--- config.mk ---
export PLATFORM = sky130hd
export DESIGN_NAME = fwl_top
export DESIGN_NICKNAME = d
export VERILOG_FILES = /design/src/hw/fwl_sync.v /design/src/hw/fwl_id_rom.v /design/src/hw/fwl_top.v
export VERILOG_INCLUDE_DIRS = /design/src /design/src/hw
export SDC_FILE = /design/constraint.sdc
export NUM_CORES = 1
export LEC_CHECK = 0
export BUFFER_PORTS_ARGS = -buffer_cell sky130_fd_sc_hd__buf_2
export CELL_PAD_IN_SITES_DETAIL_PLACEMENT = 0
export CELL_PAD_IN_SITES_GLOBAL_PLACEMENT = 1
export CORE_MARGIN = 4
export CORE_UTILIZATION = 40
export CTS_CLUSTER_DIAMETER = 100
export DETAILED_ROUTE_END_ITERATION = 6
export HOLD_SLACK_MARGIN = 0.03
export PLACE_DENSITY_LB_ADDON = 0.3
export SYNTH_ARGS = -nofsm -noshare
export SYNTH_HDL_FRONTEND = slang
export SYNTH_SLANG_ARGS = --single-unit
export TNS_END_PERCENT = 10
--- constraint.sdc ---
create_clock -name clk_sys -period 2.12 [get_ports clk_sys]
set_clock_uncertainty 0.15 [all_clocks]
set_input_delay 0.212 -clock clk_sys [delete_from_list [all_inputs] [get_ports clk_sys]]
set_output_delay 0.212 -clock clk_sys [all_outputs]
set_load 0.02 [all_outputs]
--- src/hw/fwl_consts.vh ---
// Behaviour
// Latch low rejects all modifying commands
// Latch cleared after power-up and reset
// Disable and modifying commands clear latch
// Sequential end, abort, hold abort clear
// Incomplete opcode abort keeps latch set
// Premature abort clears after full opcode
// Busy flag follows internal operation
// Host polls status until busy drops
// Host sets latch before status write
// One data byte, extra bytes ignored
// Data bit 7 lock, 5:2 global code
// Select rise commits lock, clears latch
// Global action uses prior lock value
// Short data byte aborts, latch cleared
// Write-protect pin allows only lock set
// Identity bytes follow opcode, MSB first
// Maker, two device bytes, zero length
// Output floats after length byte
// Select rise ends identity read
// Busy at bit 0, latch bit 1
// Status write changes only bit 7
// MSB first, sample on rising clock
`ifndef FWL_CONSTS_VH
`define FWL_CONSTS_VH
`define FWL_OP_WREN 8'h06
`define FWL_OP_WRDI 8'h04
`define FWL_OP_RDSR 8'h05
`define FWL_OP_WRSR 8'h01
`define FWL_OP_RDID 8'h9F
`define FWL_OP_PROG 8'h02
`define FWL_OP_SPROG 8'hAD
`define FWL_OP_ER4K 8'h20
`define FWL_OP_ER32K 8'h52
`define FWL_OP_ER64K 8'hD8
`define FWL_OP_ERCHIP 8'h60
`define FWL_OP_ERCHIP2 8'hC7
`define FWL_OP_PROT 8'h36
`define FWL_OP_UNPROT 8'h39
`define FWL_SR_BUSY 0
`define FWL_SR_WEL 1
`define FWL_SR_SWP_LO 2
`define FWL_SR_SWP_HI 3
`define FWL_SR_WPP 4
`define FWL_SR_EPE 5
`define FWL_SR_SPM 6
`define FWL_SR_LOCK 7
`define FWL_WD_GLO_HI 5
`define FWL_WD_GLO_LO 2
`define FWL_GLOBAL_PROT 4'hF
`define FWL_GLOBAL_UNPROT 4'h0
`define FWL_ID_LEN 8'h00
`define FWL_ID_BYTES 3'h4
`define FWL_BIT_LAST 3'h7
`endif

--- src/hw/fwl_sync.v ---
`timescale 1ns/100ps
`default_nettype none
// Two-stage synchroniser for pin inputs
module fwl_sync (
	input wire clk_sys,
	input wire sys_rst,
	input wire din,
	input wire rst_val,
	output reg dout_ff
);
	reg meta_ff;

	// ----------------------------------------
	// Stages
	// ----------------------------------------
	// Reset value is a port only via clocked load; it is tied constant by the parent
	always @(posedge clk_sys) begin
		if (sys_rst) begin
			meta_ff <= rst_val;
			dout_ff <= rst_val;
		end else begin
			meta_ff <= din;
			dout_ff <= meta_ff;
		end
	end
endmodule
`default_nettype wire

--- src/hw/fwl_id_rom.v ---
`timescale 1ns/100ps
`default_nettype none
`include "fwl_consts.vh"
// Identity byte table with registered read data
module fwl_id_rom #(
	parameter [7:0] MFR_CODE = 8'hA5,  // arbitrary value
	parameter [7:0] DEV_CODE1 = 8'h5A, // arbitrary value
	parameter [7:0] DEV_CODE2 = 8'h3C  // arbitrary value
) (
	input wire clk_sys,
	input wire [1:0] addr,
	output reg [7:0] rdata_ff
);
	// ----------------------------------------
	// Lookup
	// ----------------------------------------
	// byte order
	always @(posedge clk_sys) begin
		case (addr)
			2'h0: rdata_ff <= MFR_CODE;
			2'h1: rdata_ff <= DEV_CODE1;
			2'h2: rdata_ff <= DEV_CODE2;
			default: rdata_ff <= `FWL_ID_LEN;
		endcase
	end
endmodule
`default_nettype wire

--- src/hw/fwl_top.v ---
`timescale 1ns/100ps
`default_nettype none
`include "fwl_consts.vh"
// Serial flash command front end: write-enable latch, status, status write, identity
module fwl_top #(
	parameter [7:0] MFR_CODE = 8'hA5,  // arbitrary value
	parameter [7:0] DEV_CODE1 = 8'h5A, // arbitrary value
	parameter [7:0] DEV_CODE2 = 8'h3C  // arbitrary value
) (
	input wire clk_sys,
	input wire sys_rst,
	input wire spi_cs_n,
	input wire spi_sck,
	input wire spi_si,
	output reg spi_so_ff,
	output reg spi_so_oe_ff,
	input wire wp_n,
	input wire hold_n,
	input wire op_busy,
	input wire op_error,
	input wire seq_mode,
	input wire [1:0] swp_state,
	input wire seq_done,
	input wire op_abort,
	output reg op_start_ff,
	output reg [7:0] op_code_ff,
	output reg global_prot_ff,
	output reg global_unprot_ff,
	output reg protection_lock_bit_ff,
	output reg write_enable_latch_ff
);
	localparam ST_OPC = 2'h0;
	localparam ST_DATA = 2'h1;
	localparam ST_IGN = 2'h2;

	wire cs_n_s;
	wire sck_s;
	wire si_s;
	wire wp_n_s;
	wire hold_n_s;
	wire [7:0] id_byte;

	reg sck_d_ff;
	reg cs_d_ff;
	reg [1:0] st_ff;
	reg [1:0] nxt_st;
	reg [7:0] shift_ff;
	reg [2:0] bitcnt_ff;
	reg [7:0] opc_ff;
	reg full_opc_ff;
	reg wrsr_byte_ff;
	reg [7:0] wrsr_data_ff;
	reg id_mode_ff;
	reg sr_mode_ff;
	reg [2:0] id_idx_ff;
	reg [7:0] out_sh_ff;
	reg [7:0] status_byte;
	reg nxt_wel;

	// ----------------------------------------
	// Pin synchronisers
	// ----------------------------------------
	// Select idles high, so its stages reset high and no false edge follows reset
	fwl_sync u_cs (
		.clk_sys(clk_sys),
		.sys_rst(sys_rst),
		.din(spi_cs_n),
		.rst_val(1'b1),
		.dout_ff(cs_n_s)
	);
	// Serial clock idles low in mode 0
	fwl_sync u_sck (
		.clk_sys(clk_sys),
		.sys_rst(sys_rst),
		.din(spi_sck),
		.rst_val(1'b0),
		.dout_ff(sck_s)
	);
	fwl_sync u_si (
		.clk_sys(clk_sys),
		.sys_rst(sys_rst),
		.din(spi_si),
		.rst_val(1'b0),
		.dout_ff(si_s)
	);
	// Protect and hold pins reset to their released level
	fwl_sync u_wp (
		.clk_sys(clk_sys),
		.sys_rst(sys_rst),
		.din(wp_n),
		.rst_val(1'b1),
		.dout_ff(wp_n_s)
	);
	fwl_sync u_hold (
		.clk_sys(clk_sys),
		.sys_rst(sys_rst),
		.din(hold_n),
		.rst_val(1'b1),
		.dout_ff(hold_n_s)
	);

	fwl_id_rom #(.MFR_CODE(MFR_CODE), .DEV_CODE1(DEV_CODE1), .DEV_CODE2(DEV_CODE2)) u_rom (
		.clk_sys(clk_sys),
		.addr(id_idx_ff[1:0]),
		.rdata_ff(id_byte)
	);

	// Edge detect on synchronised levels; hold freezes the link
	wire active = ~cs_n_s & hold_n_s;
	wire sck_rise = active & sck_s & ~sck_d_ff;
	wire sck_fall = active & ~sck_s & sck_d_ff;
	wire cs_rise = cs_n_s & ~cs_d_ff;
	wire cs_fall = ~cs_n_s & cs_d_ff;
	wire [7:0] byte_in = {shift_ff[6:0], si_s};
	wire byte_done = sck_rise & (bitcnt_ff == `FWL_BIT_LAST);
	wire hold_abort = cs_rise & ~hold_n_s;

	// modifying command set
	function is_mod;
		input [7:0] op;
		begin
			case (op)
				`FWL_OP_PROG, `FWL_OP_SPROG, `FWL_OP_ER4K, `FWL_OP_ER32K, `FWL_OP_ER64K,
				`FWL_OP_ERCHIP, `FWL_OP_ERCHIP2, `FWL_OP_PROT, `FWL_OP_UNPROT,
				`FWL_OP_WRSR: is_mod = 1'b1;
				default: is_mod = 1'b0;
			endcase
		end
	endfunction

	// ----------------------------------------
	// Status byte
	// ----------------------------------------
	// busy passes straight through
	// bit placement; only lock bit is ever written
	always @* begin
		status_byte = 8'h00;
		status_byte[`FWL_SR_BUSY] = op_busy;
		status_byte[`FWL_SR_WEL] = write_enable_latch_ff;
		status_byte[`FWL_SR_SWP_HI:`FWL_SR_SWP_LO] = swp_state;
		status_byte[`FWL_SR_WPP] = wp_n_s;
		status_byte[`FWL_SR_EPE] = op_error;
		status_byte[`FWL_SR_SPM] = seq_mode;
		status_byte[`FWL_SR_LOCK] = protection_lock_bit_ff;
	end

	// ----------------------------------------
	// Command framing
	// ----------------------------------------
	always @* begin
		nxt_st = st_ff;
		case (st_ff)
			ST_OPC: begin
				if (byte_done)
					nxt_st = (byte_in == `FWL_OP_WRSR) ? ST_DATA : ST_IGN;
			end
			ST_DATA: begin
				// extra bytes ignored
				if (byte_done)
					nxt_st = ST_IGN;
			end
			ST_IGN: nxt_st = ST_IGN;
			default: nxt_st = ST_OPC;
		endcase
		if (cs_n_s)
			nxt_st = ST_OPC;
	end

	// sample on rising edge, MSB first
	always @(posedge clk_sys) begin
		if (sys_rst) begin
			sck_d_ff <= 1'b0;
			cs_d_ff <= 1'b1;
			st_ff <= ST_OPC;
			shift_ff <= 8'h00;
			bitcnt_ff <= 3'h0;
			opc_ff <= 8'h00;
			full_opc_ff <= 1'b0;
			wrsr_byte_ff <= 1'b0;
			wrsr_data_ff <= 8'h00;
		end else begin
			sck_d_ff <= sck_s;
			cs_d_ff <= cs_n_s;
			st_ff <= nxt_st;
			if (cs_n_s | cs_fall) begin
				bitcnt_ff <= 3'h0;
				shift_ff <= 8'h00;
				if (cs_fall) begin
					full_opc_ff <= 1'b0;
					wrsr_byte_ff <= 1'b0;
				end
			end else if (sck_rise) begin
				shift_ff <= byte_in;
				bitcnt_ff <= bitcnt_ff + 3'h1;
				if (byte_done && st_ff == ST_OPC) begin
					opc_ff <= byte_in;
					full_opc_ff <= 1'b1;
				end
				if (byte_done && st_ff == ST_DATA) begin
					wrsr_data_ff <= byte_in;
					wrsr_byte_ff <= 1'b1;
				end
			end
		end
	end

	// ----------------------------------------
	// Write-enable latch, lock bit, global request
	// ----------------------------------------
	// Clear events first, so an enable landing in the same cycle wins
	always @* begin
		nxt_wel = write_enable_latch_ff;
		// hold abort, sequential end or abort
		if (hold_abort || seq_done || op_abort)
			nxt_wel = 1'b0;
		// incomplete opcode keeps latch, R6 full opcode clears
		if (cs_rise && full_opc_ff) begin
			// disable and modifying commands clear
			if (opc_ff == `FWL_OP_WRDI || is_mod(opc_ff))
				nxt_wel = 1'b0;
			// Enable refused while an engine runs
			if (opc_ff == `FWL_OP_WREN && hold_n_s && !op_busy)
				nxt_wel = 1'b1;
		end
	end

	always @(posedge clk_sys) begin
		if (sys_rst) begin
			// latch and lock cleared at reset
			write_enable_latch_ff <= 1'b0;
			protection_lock_bit_ff <= 1'b0;
			global_prot_ff <= 1'b0;
			global_unprot_ff <= 1'b0;
			op_start_ff <= 1'b0;
			op_code_ff <= 8'h00;
		end else begin
			write_enable_latch_ff <= nxt_wel;
			global_prot_ff <= 1'b0;
			global_unprot_ff <= 1'b0;
			op_start_ff <= 1'b0;
			// gate on latch; engines start only when enabled
			if (cs_rise && hold_n_s && full_opc_ff && write_enable_latch_ff && !op_busy) begin
				// short data byte: nothing but the latch clear
				if (opc_ff == `FWL_OP_WRSR && wrsr_byte_ff) begin
					// write-protect blocks clearing the lock
					if (wp_n_s || wrsr_data_ff[`FWL_SR_LOCK]) begin
						// commit bit 7 only
						protection_lock_bit_ff <= wrsr_data_ff[`FWL_SR_LOCK];
						// global action uses prior lock
						if (!protection_lock_bit_ff) begin
							global_prot_ff <= (wrsr_data_ff[`FWL_WD_GLO_HI:`FWL_WD_GLO_LO]
								== `FWL_GLOBAL_PROT);
							global_unprot_ff <= (wrsr_data_ff[`FWL_WD_GLO_HI:`FWL_WD_GLO_LO]
								== `FWL_GLOBAL_UNPROT);
						end
					end
				end else if (is_mod(opc_ff) && opc_ff != `FWL_OP_WRSR) begin
					op_start_ff <= 1'b1;
					op_code_ff <= opc_ff;
				end
			end
		end
	end

	// ----------------------------------------
	// Serial output: identity and status reads
	// ----------------------------------------
	// Data changes on the falling edge so the host samples it on the next rise
	always @(posedge clk_sys) begin
		if (sys_rst) begin
			spi_so_ff <= 1'b0;
			spi_so_oe_ff <= 1'b0;
			id_mode_ff <= 1'b0;
			sr_mode_ff <= 1'b0;
			id_idx_ff <= 3'h0;
			out_sh_ff <= 8'h00;
		end else if (cs_n_s || !hold_n_s) begin
			// select rise floats output
			spi_so_oe_ff <= 1'b0;
			if (cs_n_s) begin
				id_mode_ff <= 1'b0;
				sr_mode_ff <= 1'b0;
				id_idx_ff <= 3'h0;
			end
		end else begin
			if (byte_done && st_ff == ST_OPC) begin
				// identity follows opcode
				id_mode_ff <= (byte_in == `FWL_OP_RDID);
				sr_mode_ff <= (byte_in == `FWL_OP_RDSR);
				out_sh_ff <= (byte_in == `FWL_OP_RDID) ? id_byte : status_byte;
				id_idx_ff <= 3'h1;
			end else if (byte_done && (id_mode_ff || sr_mode_ff)) begin
				// fresh status each byte so busy can drop
				out_sh_ff <= id_mode_ff ? id_byte : status_byte;
				// Index stops one past the length byte, which marks the table's end
				id_idx_ff <= (id_idx_ff > `FWL_ID_BYTES) ? id_idx_ff : id_idx_ff + 3'h1;
			end else if (sck_rise) begin
				out_sh_ff <= {out_sh_ff[6:0], 1'b0};
			end
			// Next bit leaves on the fall, settled well before the host's rise
			if (sck_fall && (sr_mode_ff || id_mode_ff)) begin
				spi_so_ff <= out_sh_ff[7];
				// float once the length byte is out
				spi_so_oe_ff <= ~(id_mode_ff && id_idx_ff > `FWL_ID_BYTES);
			end
		end
	end
endmodule
`default_nettype wire

==> results.rst <==
.. list-table::
   :header-rows: 1

   * - Metric
     - Value
   * - First drt pass iteration count
     - 4
   * - Overall die area
     - 9330 µm²
   * - Clock tree root driver cell
     - sky130_fd_sc_hd__clkbuf_8
   * - Aggregate global routing overflow
     - 0
   * - Wire per inst
     - 14.4 µm
   * - Final Worst Setup Slack
     - 66.7 ps
   * - Post-Syn Nets
     - 373
   * - Post-route DRC
     - 0
   * - Clock power share
     - 0.495
   * - Count of port buffers added during placement
     - 28
   * - Number of vias in the routed layout
     - 2647
   * - Slew at the pin with the worst max-slew slack
     - 448 ps
   * - Die Y-Extent
     - 96.6 µm
   * - Std cell rows
     - 32
   * - Worst setup slack after placement
     - 0.704 ps
   * - Layout overhead on the synthesized area
     - 23.2%
   * - Static leakage
     - 0.00160 µW
   * - Number of distinct library cell variants in the gate-level netlist after synthesis
     - 50
   * - Ports placed on the boundary
     - 29
   * - Headroom to the max-slew limit
     - 0.701
   * - Achievable Freq
     - 0.487 GHz
   * - Power Dens Cells
     - 728 nW/µm²
   * - Critical Path AT
     - 2140 ps
   * - Vias per cell
     - 5.19
   * - Biggest area consumer among synthesized cells
     - sky130_fd_sc_hd__dfxtp_1
   * - Number of cells traversed by the worst hold path
     - 3
   * - # H-tree levels
     - 3
   * - GRT Util Overall
     - 0.173
   * - Worst setup SP type
     - flip-flop
   * - Final Hold Slack
     - 42.0 ps
   * - Antenna violations before repair
     - 0
   * - Switching fraction of total power
     - 0.197
   * - Proportion of synthesized flip-flops having asynchronous set or reset
     - 0
   * - Portion of total power attributed to sequential cells
     - 0.480
   * - Final Max Slew Viols
     - 0
   * - Highest ir drop seen on vdd
     - 0.282 mV
   * - Classification of the worst-slack hold path
     - input pin to flip-flop
   * - Syn. warnings
     - 0
   * - Cell area after synthesis
     - 3140 µm²
   * - Number of design-rule violations left by the first detailed-router iteration
     - 135
   * - Total detailed-routing wirelength
     - 7320 µm
   * - Share of the synthesized area in the top cell type
     - 0.453
   * - Average cell area after synthesis
     - 8.97 µm²
   * - Vias in the first global route
     - 2592
   * - Crit Path Max Fanout
     - 7
   * - RSZ-0062 raised after global routing
     - yes
   * - Fraction of layout instances using a drive strength above 1
     - 0.223
   * - Maximum number of pins on one net before global-route repair
     - 22
   * - Buffer levels on the longest clock path
     - 2
   * - Sinks on Clock Net
     - 71
   * - Clock latency at the later pin of the worst-skew pair
     - 340 ps
   * - Half-perimeter wire length after placement
     - 5400 µm
   * - Clock transition at the register clock pins on the worst setup and hold paths after CTS
     - 80 ps
   * - Part of the Yosys area used for sequential elements
     - 0.453
   * - Setup Crit Path Kind
     - flip-flop to flip-flop
   * - Final count of hold timing violations
     - 0
   * - Clock tree from TritonCTS
     - built
   * - Initial core utilization
     - 0.408
   * - Biggest area contributors in the synthesized netlist
     - sky130_fd_sc_hd__dfxtp_1 45%, sky130_fd_sc_hd__mux2i_1 5.1%, sky130_fd_sc_hd__nor2_1 4.5%
   * - Number of nets in the layout
     - 426
   * - Proportion of power drawn by combinational gates
     - 0.025
   * - Diode count
     - 0
   * - Total internal power
     - 2260 µW
   * - Result of the run
     - finished clean
   * - Number of enable flip-flop cells after synthesis
     - 0
   * - Synthesized flop and latch total
     - 71
   * - Core region area
     - 7690 µm²
   * - Horizontal extent of the die
     - 96.6 µm
   * - Net load switching power
     - 555 µW
   * - Endpoint kind of the worst setup timing path
     - flip-flop
   * - Most common flop cell mapped by yosys
     - sky130_fd_sc_hd__dfxtp_1
   * - Most frequent standard cell in the layout excluding fill and tap cells
     - sky130_fd_sc_hd__dfxtp_1
   * - Final critical path time including I/O delays and setup
     - 2050 ps
   * - Most used cells in the layout excluding fill and tap cells
     - 68 x sky130_fd_sc_hd__dfxtp_1, 38 x sky130_fd_sc_hd__nor2_1, 31 x sky130_fd_sc_hd__nand2_1
   * - Required time at the endpoint of the critical path
     - 2210 ps
   * - Path depth of the worst reg2reg path
     - 5
   * - Ratio of final minimum period to clock period
     - 0.969
   * - Number of endpoints failing setup at the final stage
     - 0
   * - Share of the core filled with cells in the final layout
     - 0.503
   * - Num CTS Buffers
     - 9
   * - Count of maximum capacitance violations
     - 0
   * - Antenna violation net count after detailed routing
     - 0
   * - Final RePlAce weighted congestion
     - 0.826
   * - Wire length of the first global-routing pass
     - 12400 µm
   * - Cell count after synthesis
     - 350
## worst max-delay path, cell delays in order (launching register included)
cell and delay, ps:
sky130_fd_sc_hd__dfxtp_2 340, sky130_fd_sc_hd__or4b_4 520, sky130_fd_sc_hd__a211oi_2 190, sky130_fd_sc_hd__a311oi_2 100
sky130_fd_sc_hd__a221o_2 460, sky130_fd_sc_hd__a22o_1 200
## logic make-up after synthesis
| group | after synthesis | synth area share |
|---|---|---|
| compound gates | 90 | 0.192 |
| flops | 71 | 0.453 |
| buf+inv | 32 | 0.0426 |
| simple gates | 130 | 0.220 |
| xor+xnor | 2 | 0.00558 |
| fa+ha+maj | 9 | 0.0359 |
| mux | 16 | 0.0510 |
## stage by stage
step / TNS, ps / area (µm²) / cells / power [µW]
finish: 0 / 3870 / 510 / 2820
global route: -16.6 / 3870 / 510 / 2910
CTS: -2.18 / 3840 / 509 / 2840
detailed placement: 0 / 3520 / 488 / 1450
global placement: 0 / 3520 / 488 / 1450
floorplan: 0 / 3140 / 350 / 1410
## path summary, 6_finish.rpt
check                             startpoint             to  slack, ps
worst max-delay path               opc_ff[2]  op_code_ff[4]         70
worst min-delay path            swp_state[0]   out_sh_ff[2]         40
worst max register to register     opc_ff[2]  op_code_ff[4]         70
worst min register to register  u_cs.meta_ff   u_cs.dout_ff        260
## power by group through the flow
stage,clock network [µW],registers [µW],logic (µW)
floorplan,0,1380,35.9
global placement,0,1380,63.8
detailed placement,0,1380,63.7
CTS,1420,1350,70.7
global route,1480,1350,78.7
finish,1390,1350,69.7
## sequential cells by signal, summed over array words and instances (netlist names), 2 cells and up
signal          flops
op_code_ff          8
st_ff               2
shift_ff            7
id_idx_ff           3
opc_ff              8
u_rom.rdata_ff      4
out_sh_ff           8
wrsr_data_ff        5
bitcnt_ff           3
## layer usage
| layer | GRT usage | up-vias | part of all wire | wire length (µm) |
|---|---|---|---|---|
| met5 | 0 | - | 0 | 0 |
| met4 | 0.0654 | 0 | 0.019 | 142 |
| met3 | 0.0356 | 13 | 0.036 | 267 |
| met2 | 0.270 | 57 | 0.45 | 3280 |
| met1 | 0.236 | 1223 | 0.50 | 3640 |
| li1 | - | 1354 | - | - |
## cell usage after synthesis, types with 2 or more instances
cell / instances
sky130_fd_sc_hd__nand4_1: 6
sky130_fd_sc_hd__a31oi_1: 3
sky130_fd_sc_hd__nand4bb_1: 2
sky130_fd_sc_hd__inv_1: 14
sky130_fd_sc_hd__nand2b_1: 2
sky130_fd_sc_hd__nand2_1: 31
sky130_fd_sc_hd__clkbuf_1: 11
sky130_fd_sc_hd__o21a_1: 2
sky130_fd_sc_hd__nor4bb_1: 2
sky130_fd_sc_hd__nor2_1: 38
sky130_fd_sc_hd__a22o_1: 7
sky130_fd_sc_hd__nor2b_1: 13
sky130_fd_sc_hd__or3_1: 4
sky130_fd_sc_hd__buf_2: 5
sky130_fd_sc_hd__and4bb_1: 2
sky130_fd_sc_hd__o21ai_0: 22
sky130_fd_sc_hd__or2_2: 8
sky130_fd_sc_hd__nor3_1: 4
sky130_fd_sc_hd__a22oi_1: 2
sky130_fd_sc_hd__o31a_1: 2
sky130_fd_sc_hd__mux2i_1: 16
sky130_fd_sc_hd__and3_1: 3
sky130_fd_sc_hd__a211o_1: 2
sky130_fd_sc_hd__a21oi_1: 27
sky130_fd_sc_hd__or4_1: 3
sky130_fd_sc_hd__o211ai_1: 2
sky130_fd_sc_hd__xnor2_1: 2
sky130_fd_sc_hd__dfxtp_1: 71
sky130_fd_sc_hd__ha_1: 9
sky130_fd_sc_hd__and4b_1: 2
sky130_fd_sc_hd__a211oi_1: 7
sky130_fd_sc_hd__nand3_1: 5
sky130_fd_sc_hd__a21o_1: 4
## layout make-up
type	count	area [µm²]
multi-input combinational	247	1610
timing repair buffer	60	393
clock inverter	4	98.8
tap	102	128
inverter	14	52.6
fill	737	3820
sequential	71	1430
clock buffer	12	165
## timing repair
item | CTS | global route
hold buffers | 5 | 0
setup buffers | 0 | 1
endpoints found under the hold margin | 5 | 0
pin swaps | 0 | 2
endpoints found under the setup margin | 2 | 9
resized for setup | 1 | 7
Power figures use the tool's default switching activity.
